`config.mk`:
```
export PLATFORM = sky130hd
export DESIGN_NAME = uacore_top
export DESIGN_NICKNAME = d
export VERILOG_FILES = /design/src/hdl/uacore_pkg.sv /design/src/hdl/uacore_baud_div.sv /design/src/hdl/uacore_top.sv
export VERILOG_INCLUDE_DIRS = /design/src /design/src/hdl
export SDC_FILE = /design/constraint.sdc
export NUM_CORES = 1
export LEC_CHECK = 0
export ABC_CLOCK_PERIOD_IN_PS = 8200
export BUFFER_PORTS_ARGS = -buffer_cell sky130_fd_sc_hd__buf_2
export CORE_MARGIN = 5
export CORE_UTILIZATION = 55
export CTS_CLUSTER_DIAMETER = 100
export DETAILED_ROUTE_END_ITERATION = 6
export HOLD_SLACK_MARGIN = 0.12
export PLACE_DENSITY = 0.8
export SYNTH_ARGS = -nofsm -noshare
export SYNTH_HDL_FRONTEND = slang
export SYNTH_SLANG_ARGS = --single-unit
```
`constraint.sdc`:
```
create_clock -name CLK -period 8.2 [get_ports CLK]
set_input_delay 0.41 -clock CLK [delete_from_list [all_inputs] [get_ports CLK]]
set_output_delay 0.41 -clock CLK [all_outputs]
set_load 0.05 [all_outputs]
```
`src/hdl/uacore_consts.svh`:
```
// Register offsets, field positions and reset values of the serial core
`ifndef UACORE_CONSTS_SVH
`define UACORE_CONSTS_SVH

`define UACORE_ADDR_MODE 16'hFF50
`define UACORE_ADDR_BAUD 16'hFF51
`define UACORE_ADDR_STAT 16'hFF53
`define UACORE_ADDR_RXBUF 16'hFF54
`define UACORE_ADDR_TXDATA 16'hFF55

`define UACORE_MODE_POWER 7
`define UACORE_MODE_TXEN 6
`define UACORE_MODE_RXEN 5
`define UACORE_MODE_PS_HI 4
`define UACORE_MODE_PS_LO 3
`define UACORE_MODE_CL 2
`define UACORE_MODE_SL 1

`define UACORE_STAT_PE 2
`define UACORE_STAT_FE 1
`define UACORE_STAT_OVE 0

`define UACORE_RST_MODE 8'h01
`define UACORE_RST_BAUD 5'h1F
`define UACORE_RST_RXBUF 8'hFF
`define UACORE_RST_TXDATA 8'hFF
`define UACORE_RST_STAT 3'h0

`define UACORE_DIV_MIN 5'h08
`define UACORE_LAST_BIT8 3'h7
`define UACORE_LAST_BIT7 3'h6

`endif

```
`src/hdl/uacore_pkg.sv`:
```
// Types shared by the serial core modules
package uacore_pkg;

   typedef enum logic [2:0] {
      TX_IDLE  = 3'b000,
      TX_START = 3'b001,
      TX_DATA  = 3'b010,
      TX_PAR   = 3'b011,
      TX_STOP  = 3'b100
   } uacore_tx_state_t;

   typedef enum logic [2:0] {
      RX_IDLE  = 3'b000,
      RX_START = 3'b001,
      RX_DATA  = 3'b010,
      RX_PAR   = 3'b011,
      RX_STOP  = 3'b100
   } uacore_rx_state_t;

   typedef enum logic [1:0] {
      PAR_NONE = 2'b00,
      PAR_ZERO = 2'b01,
      PAR_ODD  = 2'b10,
      PAR_EVEN = 2'b11
   } uacore_parity_t;

endpackage

```
`src/hdl/uacore_baud_div.sv`:
```
// Divide-by-k counter giving one tick per k base clocks
`timescale 1ns/1ps
module uacore_baud_div #(
   parameter int W = 5
) (
   input wire logic clk,
   input wire logic rst,
   input wire logic clr,
   input wire logic [W-1:0] k,
   output logic tick
);
   logic [W-1:0] cnt_r;
   logic [W-1:0] cnt_nxt;
   logic [W-1:0] k_m1;

   assign k_m1 = k - W'(1);
   assign tick = !clr && (cnt_r == k_m1);

   always_comb begin
      if (clr || cnt_r == k_m1) begin
         cnt_nxt = '0;
      end else begin
         cnt_nxt = cnt_r + W'(1);
      end
   end

   always_ff @(posedge clk or posedge rst) begin
      if (rst) begin
         cnt_r <= '0;
      end else begin
         cnt_r <= cnt_nxt;
      end
   end
endmodule

```
`src/hdl/uacore_top.sv`:
```
// Asynchronous serial transceiver core with its mode and data registers
//
// How it works
// - Each completed character is copied into the 8-bit receive buffer unless it overruns.
// - With 7-bit characters the buffer holds bits 0-6 and bit 7 reads 0.
// - On overrun the new character is dropped and the buffer keeps old data.
// - Receive buffer is read-only and all ones after reset or power-off.
// - Writing transmit data starts a frame; that register cannot be read.
// - Transmit data is all ones after reset, power-off or transmit disable.
// - Power bit low resets the core and forces the receive input high.
// - Transmit enable low disables and synchronously resets the transmitter.
// - Receive enable low disables and synchronously resets the receiver.
// - Parity field: none, forced zero, odd or even, sent and checked.
// - In zero-parity mode the parity error flag is never raised.
// - Length bit picks 7 data bits when 0 and 8 when 1, both ways.
// - Stop-bit bit sets one or two stop bits on transmit only.
// - Enabling reception with the input already low starts a reception.
// - Enables act on the base clock; re-enable no sooner than two clocks.
// - Mode register resets to 0x01; software always writes bit 0 as one.
// - Error status clears on reset, power-off or receive disable.
// - Framing, parity and overrun errors are flagged at character end.
// - Bit time is two divider periods, divisor k from 8 to 31 clocks.
// - Data bits go out and come in least significant bit first.
`timescale 1ns/1ps
`include "uacore_consts.svh"
module uacore_top
   import uacore_pkg::*;
(
   input wire logic CLK,
   input wire logic SYS_RST,
   input wire logic [15:0] ADDR,
   input wire logic WR_STB,
   input wire logic RD_STB,
   input wire logic [7:0] WDATA,
   output logic [7:0] RDATA,
   input wire logic SERIAL_IN_LINE,
   output logic SERIAL_OUT_LINE,
   output logic TRANSMIT_DONE_IRQ,
   output logic RX_DONE,
   output logic RX_ERROR
);
   logic [7:0] mode_r, mode_nxt;
   logic [4:0] baud_r, baud_nxt;
   logic [7:0] rdata_r, rdata_nxt;
   logic core_rst;
   logic power_on, txe, rxe, cl, sl;
   uacore_parity_t par_mode;
   logic [4:0] div_k;
   logic [2:0] last_bit;

   assign power_on = mode_r[`UACORE_MODE_POWER];
   assign txe = mode_r[`UACORE_MODE_TXEN];
   assign rxe = mode_r[`UACORE_MODE_RXEN];
   assign cl = mode_r[`UACORE_MODE_CL];
   assign sl = mode_r[`UACORE_MODE_SL];
   assign par_mode = uacore_parity_t'(
      {mode_r[`UACORE_MODE_PS_HI], mode_r[`UACORE_MODE_PS_LO]});
   // Power-off acts as an asynchronous reset of everything but the controls and read port
   assign core_rst = SYS_RST || !power_on;
   // Prohibited divisors below the minimum are clamped rather than honoured
   assign div_k = (baud_r < `UACORE_DIV_MIN) ? `UACORE_DIV_MIN
                                             : baud_r;
   assign last_bit = cl ? `UACORE_LAST_BIT8 : `UACORE_LAST_BIT7;

   logic wr_mode, wr_baud, wr_tx, rd_stat, rd_buf;
   assign wr_mode = WR_STB && ADDR == `UACORE_ADDR_MODE;
   assign wr_baud = WR_STB && ADDR == `UACORE_ADDR_BAUD;
   assign wr_tx = WR_STB && ADDR == `UACORE_ADDR_TXDATA;
   assign rd_stat = RD_STB && ADDR == `UACORE_ADDR_STAT;
   assign rd_buf = RD_STB && ADDR == `UACORE_ADDR_RXBUF;

   // Serial input synchroniser; power-off presents an idle-high line
   logic rx_meta_r, rx_sync_r, rx_line;
   always_ff @(posedge CLK or posedge core_rst) begin
      if (core_rst) begin
         rx_meta_r <= 1'b1;
         rx_sync_r <= 1'b1;
      end else begin
         rx_meta_r <= SERIAL_IN_LINE;
         rx_sync_r <= rx_meta_r;
      end
   end
   assign rx_line = power_on ? rx_sync_r : 1'b1;

   // Transmitter
   uacore_tx_state_t tx_state_r, tx_state_nxt;
   logic [7:0] tx_shift_r, tx_shift_nxt;
   logic [2:0] tx_cnt_r, tx_cnt_nxt;
   logic tx_phase_r, tx_phase_nxt, tx_par_r, tx_par_nxt;
   logic tx_stop2_r, tx_stop2_nxt, tx_line_r, tx_line_nxt;
   logic tx_done_r, tx_done_nxt, tx_div_clr, tx_tick, tx_adv;

   uacore_baud_div #(.W(5)) u_tx_div (
      .clk(CLK),
      .rst(core_rst),
      .clr(tx_div_clr),
      .k(div_k),
      .tick(tx_tick)
   );

   // One bit lasts two divider ticks
   assign tx_adv = tx_tick && tx_phase_r;

   always_comb begin
      tx_state_nxt = tx_state_r;
      tx_shift_nxt = tx_shift_r;
      tx_cnt_nxt = tx_cnt_r;
      tx_phase_nxt = tx_phase_r;
      tx_par_nxt = tx_par_r;
      tx_stop2_nxt = tx_stop2_r;
      tx_line_nxt = tx_line_r;
      tx_done_nxt = 1'b0;
      tx_div_clr = 1'b0;
      if (!txe) begin
         tx_state_nxt = TX_IDLE;
         tx_shift_nxt = `UACORE_RST_TXDATA;
         tx_cnt_nxt = 3'h0;
         tx_phase_nxt = 1'b0;
         tx_stop2_nxt = 1'b0;
         tx_line_nxt = 1'b1;
         tx_div_clr = 1'b1;
      end else begin
         if (tx_tick) begin
            tx_phase_nxt = !tx_phase_r;
         end
         unique case (tx_state_r)
            TX_IDLE: begin
               tx_div_clr = 1'b1;
               tx_phase_nxt = 1'b0;
               tx_line_nxt = 1'b1;
               // Writes outside idle are ignored; software paces on done
               if (wr_tx) begin
                  tx_shift_nxt = WDATA;
                  tx_state_nxt = TX_START;
                  tx_line_nxt = 1'b0;
                  tx_cnt_nxt = 3'h0;
                  tx_par_nxt = 1'b0;
               end
            end
            TX_START: begin
               if (tx_adv) begin
                  tx_state_nxt = TX_DATA;
                  tx_line_nxt = tx_shift_r[0];
                  tx_par_nxt = tx_shift_r[0];
                  tx_shift_nxt = {1'b1, tx_shift_r[7:1]};
               end
            end
            TX_DATA: begin
               if (tx_adv) begin
                  if (tx_cnt_r == last_bit) begin
                     if (par_mode == PAR_NONE) begin
                        tx_state_nxt = TX_STOP;
                        tx_line_nxt = 1'b1;
                        tx_stop2_nxt = sl;
                     end else begin
                        tx_state_nxt = TX_PAR;
                        unique case (par_mode)
                           PAR_ZERO: tx_line_nxt = 1'b0;
                           PAR_ODD: tx_line_nxt = !tx_par_r;
                           PAR_EVEN: tx_line_nxt = tx_par_r;
                           PAR_NONE: tx_line_nxt = 1'b1;
                        endcase
                     end
                  end else begin
                     tx_cnt_nxt = tx_cnt_r + 3'h1;
                     tx_line_nxt = tx_shift_r[0];
                     tx_par_nxt = tx_par_r ^ tx_shift_r[0];
                     tx_shift_nxt = {1'b1, tx_shift_r[7:1]};
                  end
               end
            end
            TX_PAR: begin
               if (tx_adv) begin
                  tx_state_nxt = TX_STOP;
                  tx_line_nxt = 1'b1;
                  tx_stop2_nxt = sl;
               end
            end
            TX_STOP: begin
               if (tx_adv) begin
                  if (tx_stop2_r) begin
                     tx_stop2_nxt = 1'b0;
                  end else begin
                     tx_state_nxt = TX_IDLE;
                     tx_done_nxt = 1'b1;
                  end
               end
            end
            default: begin
               tx_state_nxt = TX_IDLE;
               tx_line_nxt = 1'b1;
            end
         endcase
      end
   end

   always_ff @(posedge CLK or posedge core_rst) begin
      if (core_rst) begin
         tx_state_r <= TX_IDLE;
         tx_shift_r <= `UACORE_RST_TXDATA;
         tx_cnt_r <= 3'h0;
         tx_phase_r <= 1'b0;
         tx_par_r <= 1'b0;
         tx_stop2_r <= 1'b0;
         tx_line_r <= 1'b1;
         tx_done_r <= 1'b0;
      end else begin
         tx_state_r <= tx_state_nxt;
         tx_shift_r <= tx_shift_nxt;
         tx_cnt_r <= tx_cnt_nxt;
         tx_phase_r <= tx_phase_nxt;
         tx_par_r <= tx_par_nxt;
         tx_stop2_r <= tx_stop2_nxt;
         tx_line_r <= tx_line_nxt;
         tx_done_r <= tx_done_nxt;
      end
   end

   // Receiver
   uacore_rx_state_t rx_state_r, rx_state_nxt;
   logic [7:0] rx_shift_r, rx_shift_nxt, rxbuf_r, rxbuf_nxt, rx_data;
   logic [2:0] rx_cnt_r, rx_cnt_nxt, stat_r, stat_nxt;
   logic rx_phase_r, rx_phase_nxt, rx_par_r, rx_par_nxt;
   logic rx_perr_r, rx_perr_nxt, rx_full_r, rx_full_nxt;
   logic rx_done_r, rx_done_nxt, rx_err_r, rx_err_nxt;
   logic rx_div_clr, rx_tick, rx_smp, rx_fe, rx_ove;

   uacore_baud_div #(.W(5)) u_rx_div (
      .clk(CLK),
      .rst(core_rst),
      .clr(rx_div_clr),
      .k(div_k),
      .tick(rx_tick)
   );

   // Samples fall mid-bit: half a bit after the start edge, then every bit
   assign rx_smp = rx_tick && rx_phase_r;
   assign rx_data = cl ? rx_shift_r : {1'b0, rx_shift_r[7:1]};
   assign rx_fe = !rx_line;
   assign rx_ove = rx_full_r && !rd_buf;

   always_comb begin
      rx_state_nxt = rx_state_r;
      rx_shift_nxt = rx_shift_r;
      rx_cnt_nxt = rx_cnt_r;
      rx_phase_nxt = rx_phase_r;
      rx_par_nxt = rx_par_r;
      rx_perr_nxt = rx_perr_r;
      rx_full_nxt = rx_full_r;
      rxbuf_nxt = rxbuf_r;
      stat_nxt = stat_r;
      rx_done_nxt = 1'b0;
      rx_err_nxt = 1'b0;
      rx_div_clr = 1'b0;
      if (!rxe) begin
         rx_state_nxt = RX_IDLE;
         rx_phase_nxt = 1'b0;
         rx_full_nxt = 1'b0;
         stat_nxt = `UACORE_RST_STAT;
         rx_div_clr = 1'b1;
      end else begin
         // Clears by software first, so a same-cycle event still lands
         if (rd_stat) begin
            stat_nxt = `UACORE_RST_STAT;
         end
         if (rd_buf) begin
            rx_full_nxt = 1'b0;
         end
         if (rx_tick) begin
            rx_phase_nxt = !rx_phase_r;
         end
         unique case (rx_state_r)
            RX_IDLE: begin
               rx_div_clr = 1'b1;
               // Level, not edge: a line already low when enabled starts
               if (!rx_line) begin
                  rx_state_nxt = RX_START;
                  rx_phase_nxt = 1'b1;
               end else begin
                  rx_phase_nxt = 1'b0;
               end
            end
            RX_START: begin
               if (rx_smp) begin
                  if (rx_line) begin
                     rx_state_nxt = RX_IDLE;
                  end else begin
                     rx_state_nxt = RX_DATA;
                     rx_cnt_nxt = 3'h0;
                     rx_par_nxt = 1'b0;
                     rx_perr_nxt = 1'b0;
                     rx_shift_nxt = 8'h00;
                  end
               end
            end
            RX_DATA: begin
               if (rx_smp) begin
                  rx_shift_nxt = {rx_line, rx_shift_r[7:1]};
                  rx_par_nxt = rx_par_r ^ rx_line;
                  if (rx_cnt_r == last_bit) begin
                     rx_state_nxt = (par_mode == PAR_NONE) ? RX_STOP
                                                           : RX_PAR;
                  end else begin
                     rx_cnt_nxt = rx_cnt_r + 3'h1;
                  end
               end
            end
            RX_PAR: begin
               if (rx_smp) begin
                  rx_state_nxt = RX_STOP;
                  unique case (par_mode)
                     PAR_ODD: rx_perr_nxt = !(rx_par_r ^ rx_line);
                     PAR_EVEN: rx_perr_nxt = rx_par_r ^ rx_line;
                     PAR_ZERO: rx_perr_nxt = 1'b0;
                     PAR_NONE: rx_perr_nxt = 1'b0;
                  endcase
               end
            end
            RX_STOP: begin
               // Only the first stop bit is checked
               if (rx_smp) begin
                  rx_state_nxt = RX_IDLE;
                  rx_done_nxt = 1'b1;
                  if (rx_ove) begin
                     stat_nxt[`UACORE_STAT_OVE] = 1'b1;
                  end else begin
                     rxbuf_nxt = rx_data;
                     rx_full_nxt = 1'b1;
                  end
                  if (rx_fe) begin
                     stat_nxt[`UACORE_STAT_FE] = 1'b1;
                  end
                  if (rx_perr_r) begin
                     stat_nxt[`UACORE_STAT_PE] = 1'b1;
                  end
                  rx_err_nxt = rx_ove || rx_fe || rx_perr_r;
               end
            end
            default: begin
               rx_state_nxt = RX_IDLE;
            end
         endcase
      end
   end

   always_ff @(posedge CLK or posedge core_rst) begin
      if (core_rst) begin
         rx_state_r <= RX_IDLE;
         rx_shift_r <= 8'h00;
         rx_cnt_r <= 3'h0;
         rx_phase_r <= 1'b0;
         rx_par_r <= 1'b0;
         rx_perr_r <= 1'b0;
         rx_full_r <= 1'b0;
         rxbuf_r <= `UACORE_RST_RXBUF;
         stat_r <= `UACORE_RST_STAT;
         rx_done_r <= 1'b0;
         rx_err_r <= 1'b0;
      end else begin
         rx_state_r <= rx_state_nxt;
         rx_shift_r <= rx_shift_nxt;
         rx_cnt_r <= rx_cnt_nxt;
         rx_phase_r <= rx_phase_nxt;
         rx_par_r <= rx_par_nxt;
         rx_perr_r <= rx_perr_nxt;
         rx_full_r <= rx_full_nxt;
         rxbuf_r <= rxbuf_nxt;
         stat_r <= stat_nxt;
         rx_done_r <= rx_done_nxt;
         rx_err_r <= rx_err_nxt;
      end
   end

   // Control registers and read port survive power-off
   always_comb begin
      mode_nxt = wr_mode ? WDATA : mode_r;
      baud_nxt = wr_baud ? WDATA[4:0] : baud_r;
      rdata_nxt = rdata_r;
      if (RD_STB) begin
         unique case (ADDR)
            `UACORE_ADDR_MODE: rdata_nxt = mode_r;
            `UACORE_ADDR_BAUD: rdata_nxt = {3'h0, baud_r};
            `UACORE_ADDR_STAT: rdata_nxt = {5'h00, stat_r};
            `UACORE_ADDR_RXBUF: rdata_nxt = rxbuf_r;
            default: rdata_nxt = 8'h00;
         endcase
      end
   end

   always_ff @(posedge CLK or posedge SYS_RST) begin
      if (SYS_RST) begin
         mode_r <= `UACORE_RST_MODE;
         baud_r <= `UACORE_RST_BAUD;
         rdata_r <= 8'h00;
      end else begin
         mode_r <= mode_nxt;
         baud_r <= baud_nxt;
         rdata_r <= rdata_nxt;
      end
   end

   assign RDATA = rdata_r;
   assign SERIAL_OUT_LINE = tx_line_r;
   assign TRANSMIT_DONE_IRQ = tx_done_r;
   assign RX_DONE = rx_done_r;
   assign RX_ERROR = rx_err_r;
endmodule

```
==> impl_metrics.tcl <==
set metrics [dict create \
    peakVddDrop_v 0.000107 \
    ctsHoldBuffers 0 \
    n_fill_cell 665 \
    die_area_mm2 0.0101 \
    grt_max_degree 63 \
    vias 3544 \
    ff2ff_path_depth 9 \
    routed_wl_um 9980 \
    slew_headroom_pct 18.2 \
    dp_hpwl_um 7070 \
    max_freq_mhz 253 \
    worstSkewPairLatency_ps 350 \
    h-tree-depth 3 \
    cts.sinks 83 \
    whs_path_depth 1 \
    hp-start "SERIAL_IN_LINE" \
    rsz0062_at_grt "no" \
    finalClockSkew_ps 15.6 \
    fin_crit_sh_pct 48.3 \
    row_count 33 \
    grt_usage_pct 20.5 \
    maxCapViolations 0 \
    ys.flop_type "dfrtp_1" \
    leakage_nw 2.00 \
    grt_pass1_wl_um 16700 \
    start_util_pct 55.6 \
    cts_made_buffers 9 \
    syn_inst 449 \
    synthToLayoutAreaGrowth_pct 8.35 \
    grt_pass1_vias 3413 \
    ys_types 72 \
    start_kind "flop" \
    synth-seq-area-share_pct 46.6 \
    status "finished clean" \
    setup-tns-final_ps 0 \
    wl_per_cell_um 17.0 \
    antenna_found_initial 0 \
    syn-num-nets 483 \
    root_buffer "clkbuf_8" \
    r2r-start "baud_r[4]" \
    die_w_um 101 \
    ys_ff_latch 83 \
    reg2reg_to "rx_cnt_r[0]" \
    core_area_mm2 0.00813 \
    vias_per_cell 6.04 \
    ios 41 \
    synth_edf_count 0 \
    cp-end-kind "flop" \
    clkTransAtPathRegs_ps 100 \
    port_buffers 40 \
    hold_viol_final 0 \
    worst_pin_slew_ps 1220 \
    reg2reg_slack_ps 4240 \
    drc_errors 0 \
    synth_area_mm2 0.00452 \
    arrival_ps 4190 \
    fin_nets 511 \
    synth_top_area_share_pct 32.1 \
    path_class "flop to flop" \
    period_minus_slack_ps 3960 \
    hold-worst-slack_ps 159 \
    cts.path.max_buffers 2 \
    drive_gt1_share_pct 24.1 \
    hold_path.class "input pin to flop" \
    final_cell_mix "58 x dfrtp_1, 43 x nand2_1, 40 x buf_2" \
    cts.repair.resized 0 \
    ant_nets 0 \
    slew_violations 0 \
    n_antenna_cell 0 \
    ys_top_cells_by_area "dfrtp_1 32%, dfstp_2 15%, mux2i_1 4.6%" \
    power_density_mw_per_mm2 141 \
    firstDrtPassIters 5 \
    path_max_fanout 14 \
    syn_avg_cell_area_um2 10.1 \
    drtIter0Drc 242 \
    async_reset_ff_share_pct 100 \
    cts_tree "built" \
    gp_congestion 0.867 \
    min_to "rx_meta_r" \
    cts_setup_buffers 0 \
    final_common_cell "dfrtp_1" \
    grt_overflow 0 \
    setup_viol 0 \
    required_ps 8440 \
    yosysWarningCount 0 \
    die_height_um 101 \
    yosys.area.top_type "dfrtp_1" \
]
[worst max-delay path by stage]
stage | slack (ps) | to | cells after the start | start
floorplan | 4050 | RX_DONE | 1 | SYS_RST
global placement | 4390 | rx_cnt_r[0] | 9 | baud_r[4]
detailed placement | 4280 | rx_cnt_r[0] | 9 | baud_r[4]
CTS | 4240 | rx_cnt_r[0] | 9 | baud_r[4]
global route | 3960 | rx_cnt_r[0] | 9 | baud_r[4]
finish | 4240 | rx_cnt_r[0] | 9 | baud_r[4]
[power breakdown]
part / switching (mW) / leakage [nW] / internal [mW]
sequential: 0.000326 / 1.06 / 0.410
combinational: 0.00928 / 0.865 / 0.00646
clock: 0.154 / 0.0831 / 0.113
total: 0.163 / 2.00 / 0.529
[routing by layer]
layer,GRT usage [%],part of all wire (%)
met4,5.80,1.3
met5,0,0
met3,4.57,4.8
met2,34.3,52
met1,26.8,42
[sequential cells by signal (all words and copies together) (netlist names), 3 cells and up]
signal / count
stat_r: 3
rxbuf_r: 8
RDATA: 8
rx_state_r: 3
baud_r: 5
rx_cnt_r: 3
u_rx_div.cnt_r: 5
mode_r: 8
rx_shift_r: 8
u_tx_div.cnt_r: 5
tx_shift_r: 8
tx_cnt_r: 3
tx_state_r: 3
[cell type report]
cell class / count / area, um^2 / share of cell area (%)
Inverter: 15 / 56.3 / 1.15
Multi-Input combinational cell: 327 / 2220 / 45.3
Tap cell: 105 / 131 / 2.68
Timing Repair Buffer: 41 / 208 / 4.24
Clock buffer: 10 / 128 / 2.60
Clock inverter: 6 / 50.0 / 1.02
Sequential cell: 83 / 2110 / 43.0
[logic make-up (layout without fill, tap and decap cells)]
kind of cell | Yosys count | after routing | share of synthesized area [%]
xor+xnor | 21 | 21 | 4.07
fa+ha+maj | 5 | 5 | 1.38
simple gates | 161 | 161 | 18.2
compound gates | 105 | 105 | 17.1
mux | 35 | 35 | 8.13
buf+inv | 39 | 72 | 4.48
flops | 83 | 83 | 46.6
[metrics by stage]
step           power [mW]  setup WS (ps)  cells  area, um^2  util [%]
2_1_floorplan       0.423           4050    449        4520         -
3_3_place_gp        0.433           4390    571        4720      58.1
3_5_place_dp        0.434           4280    571        4720      58.1
4_1_cts             0.701           4240    587        4900      60.3
5_1_grt             0.719           3960    587        4900      60.3
6_report            0.693           4240    587        4900      60.3
[critical path, stage by stage, from the launching register on]
cell and delay, ps:
dfstp_2 660, o21ai_0 240, ha_1 370, xor2_1 200
or4_1 420, o211a_2 160, or3_4 440, nor3_1 880
nand2_1 140, mux2_2 310
[synth_stat cells, types with 4 or more instances]
cell,number
dfrtp_1,58
nand2_1,43
nor2_1,35
dfstp_2,25
nand3_1,24
mux2i_1,21
a21oi_1,20
o21ai_0,17
inv_1,15
mux2_2,14
clkbuf_1,12
xnor2_1,12
nor2b_1,10
nor3_1,9
o22ai_1,9
xor2_1,9
a2bb2oi_1,8
nand2b_1,7
buf_6,5
ha_1,5
nand4_1,5
a21oi_2,4
a22o_1,4
a22oi_1,4
buf_4,4
(Power assumes the default switching activity.)
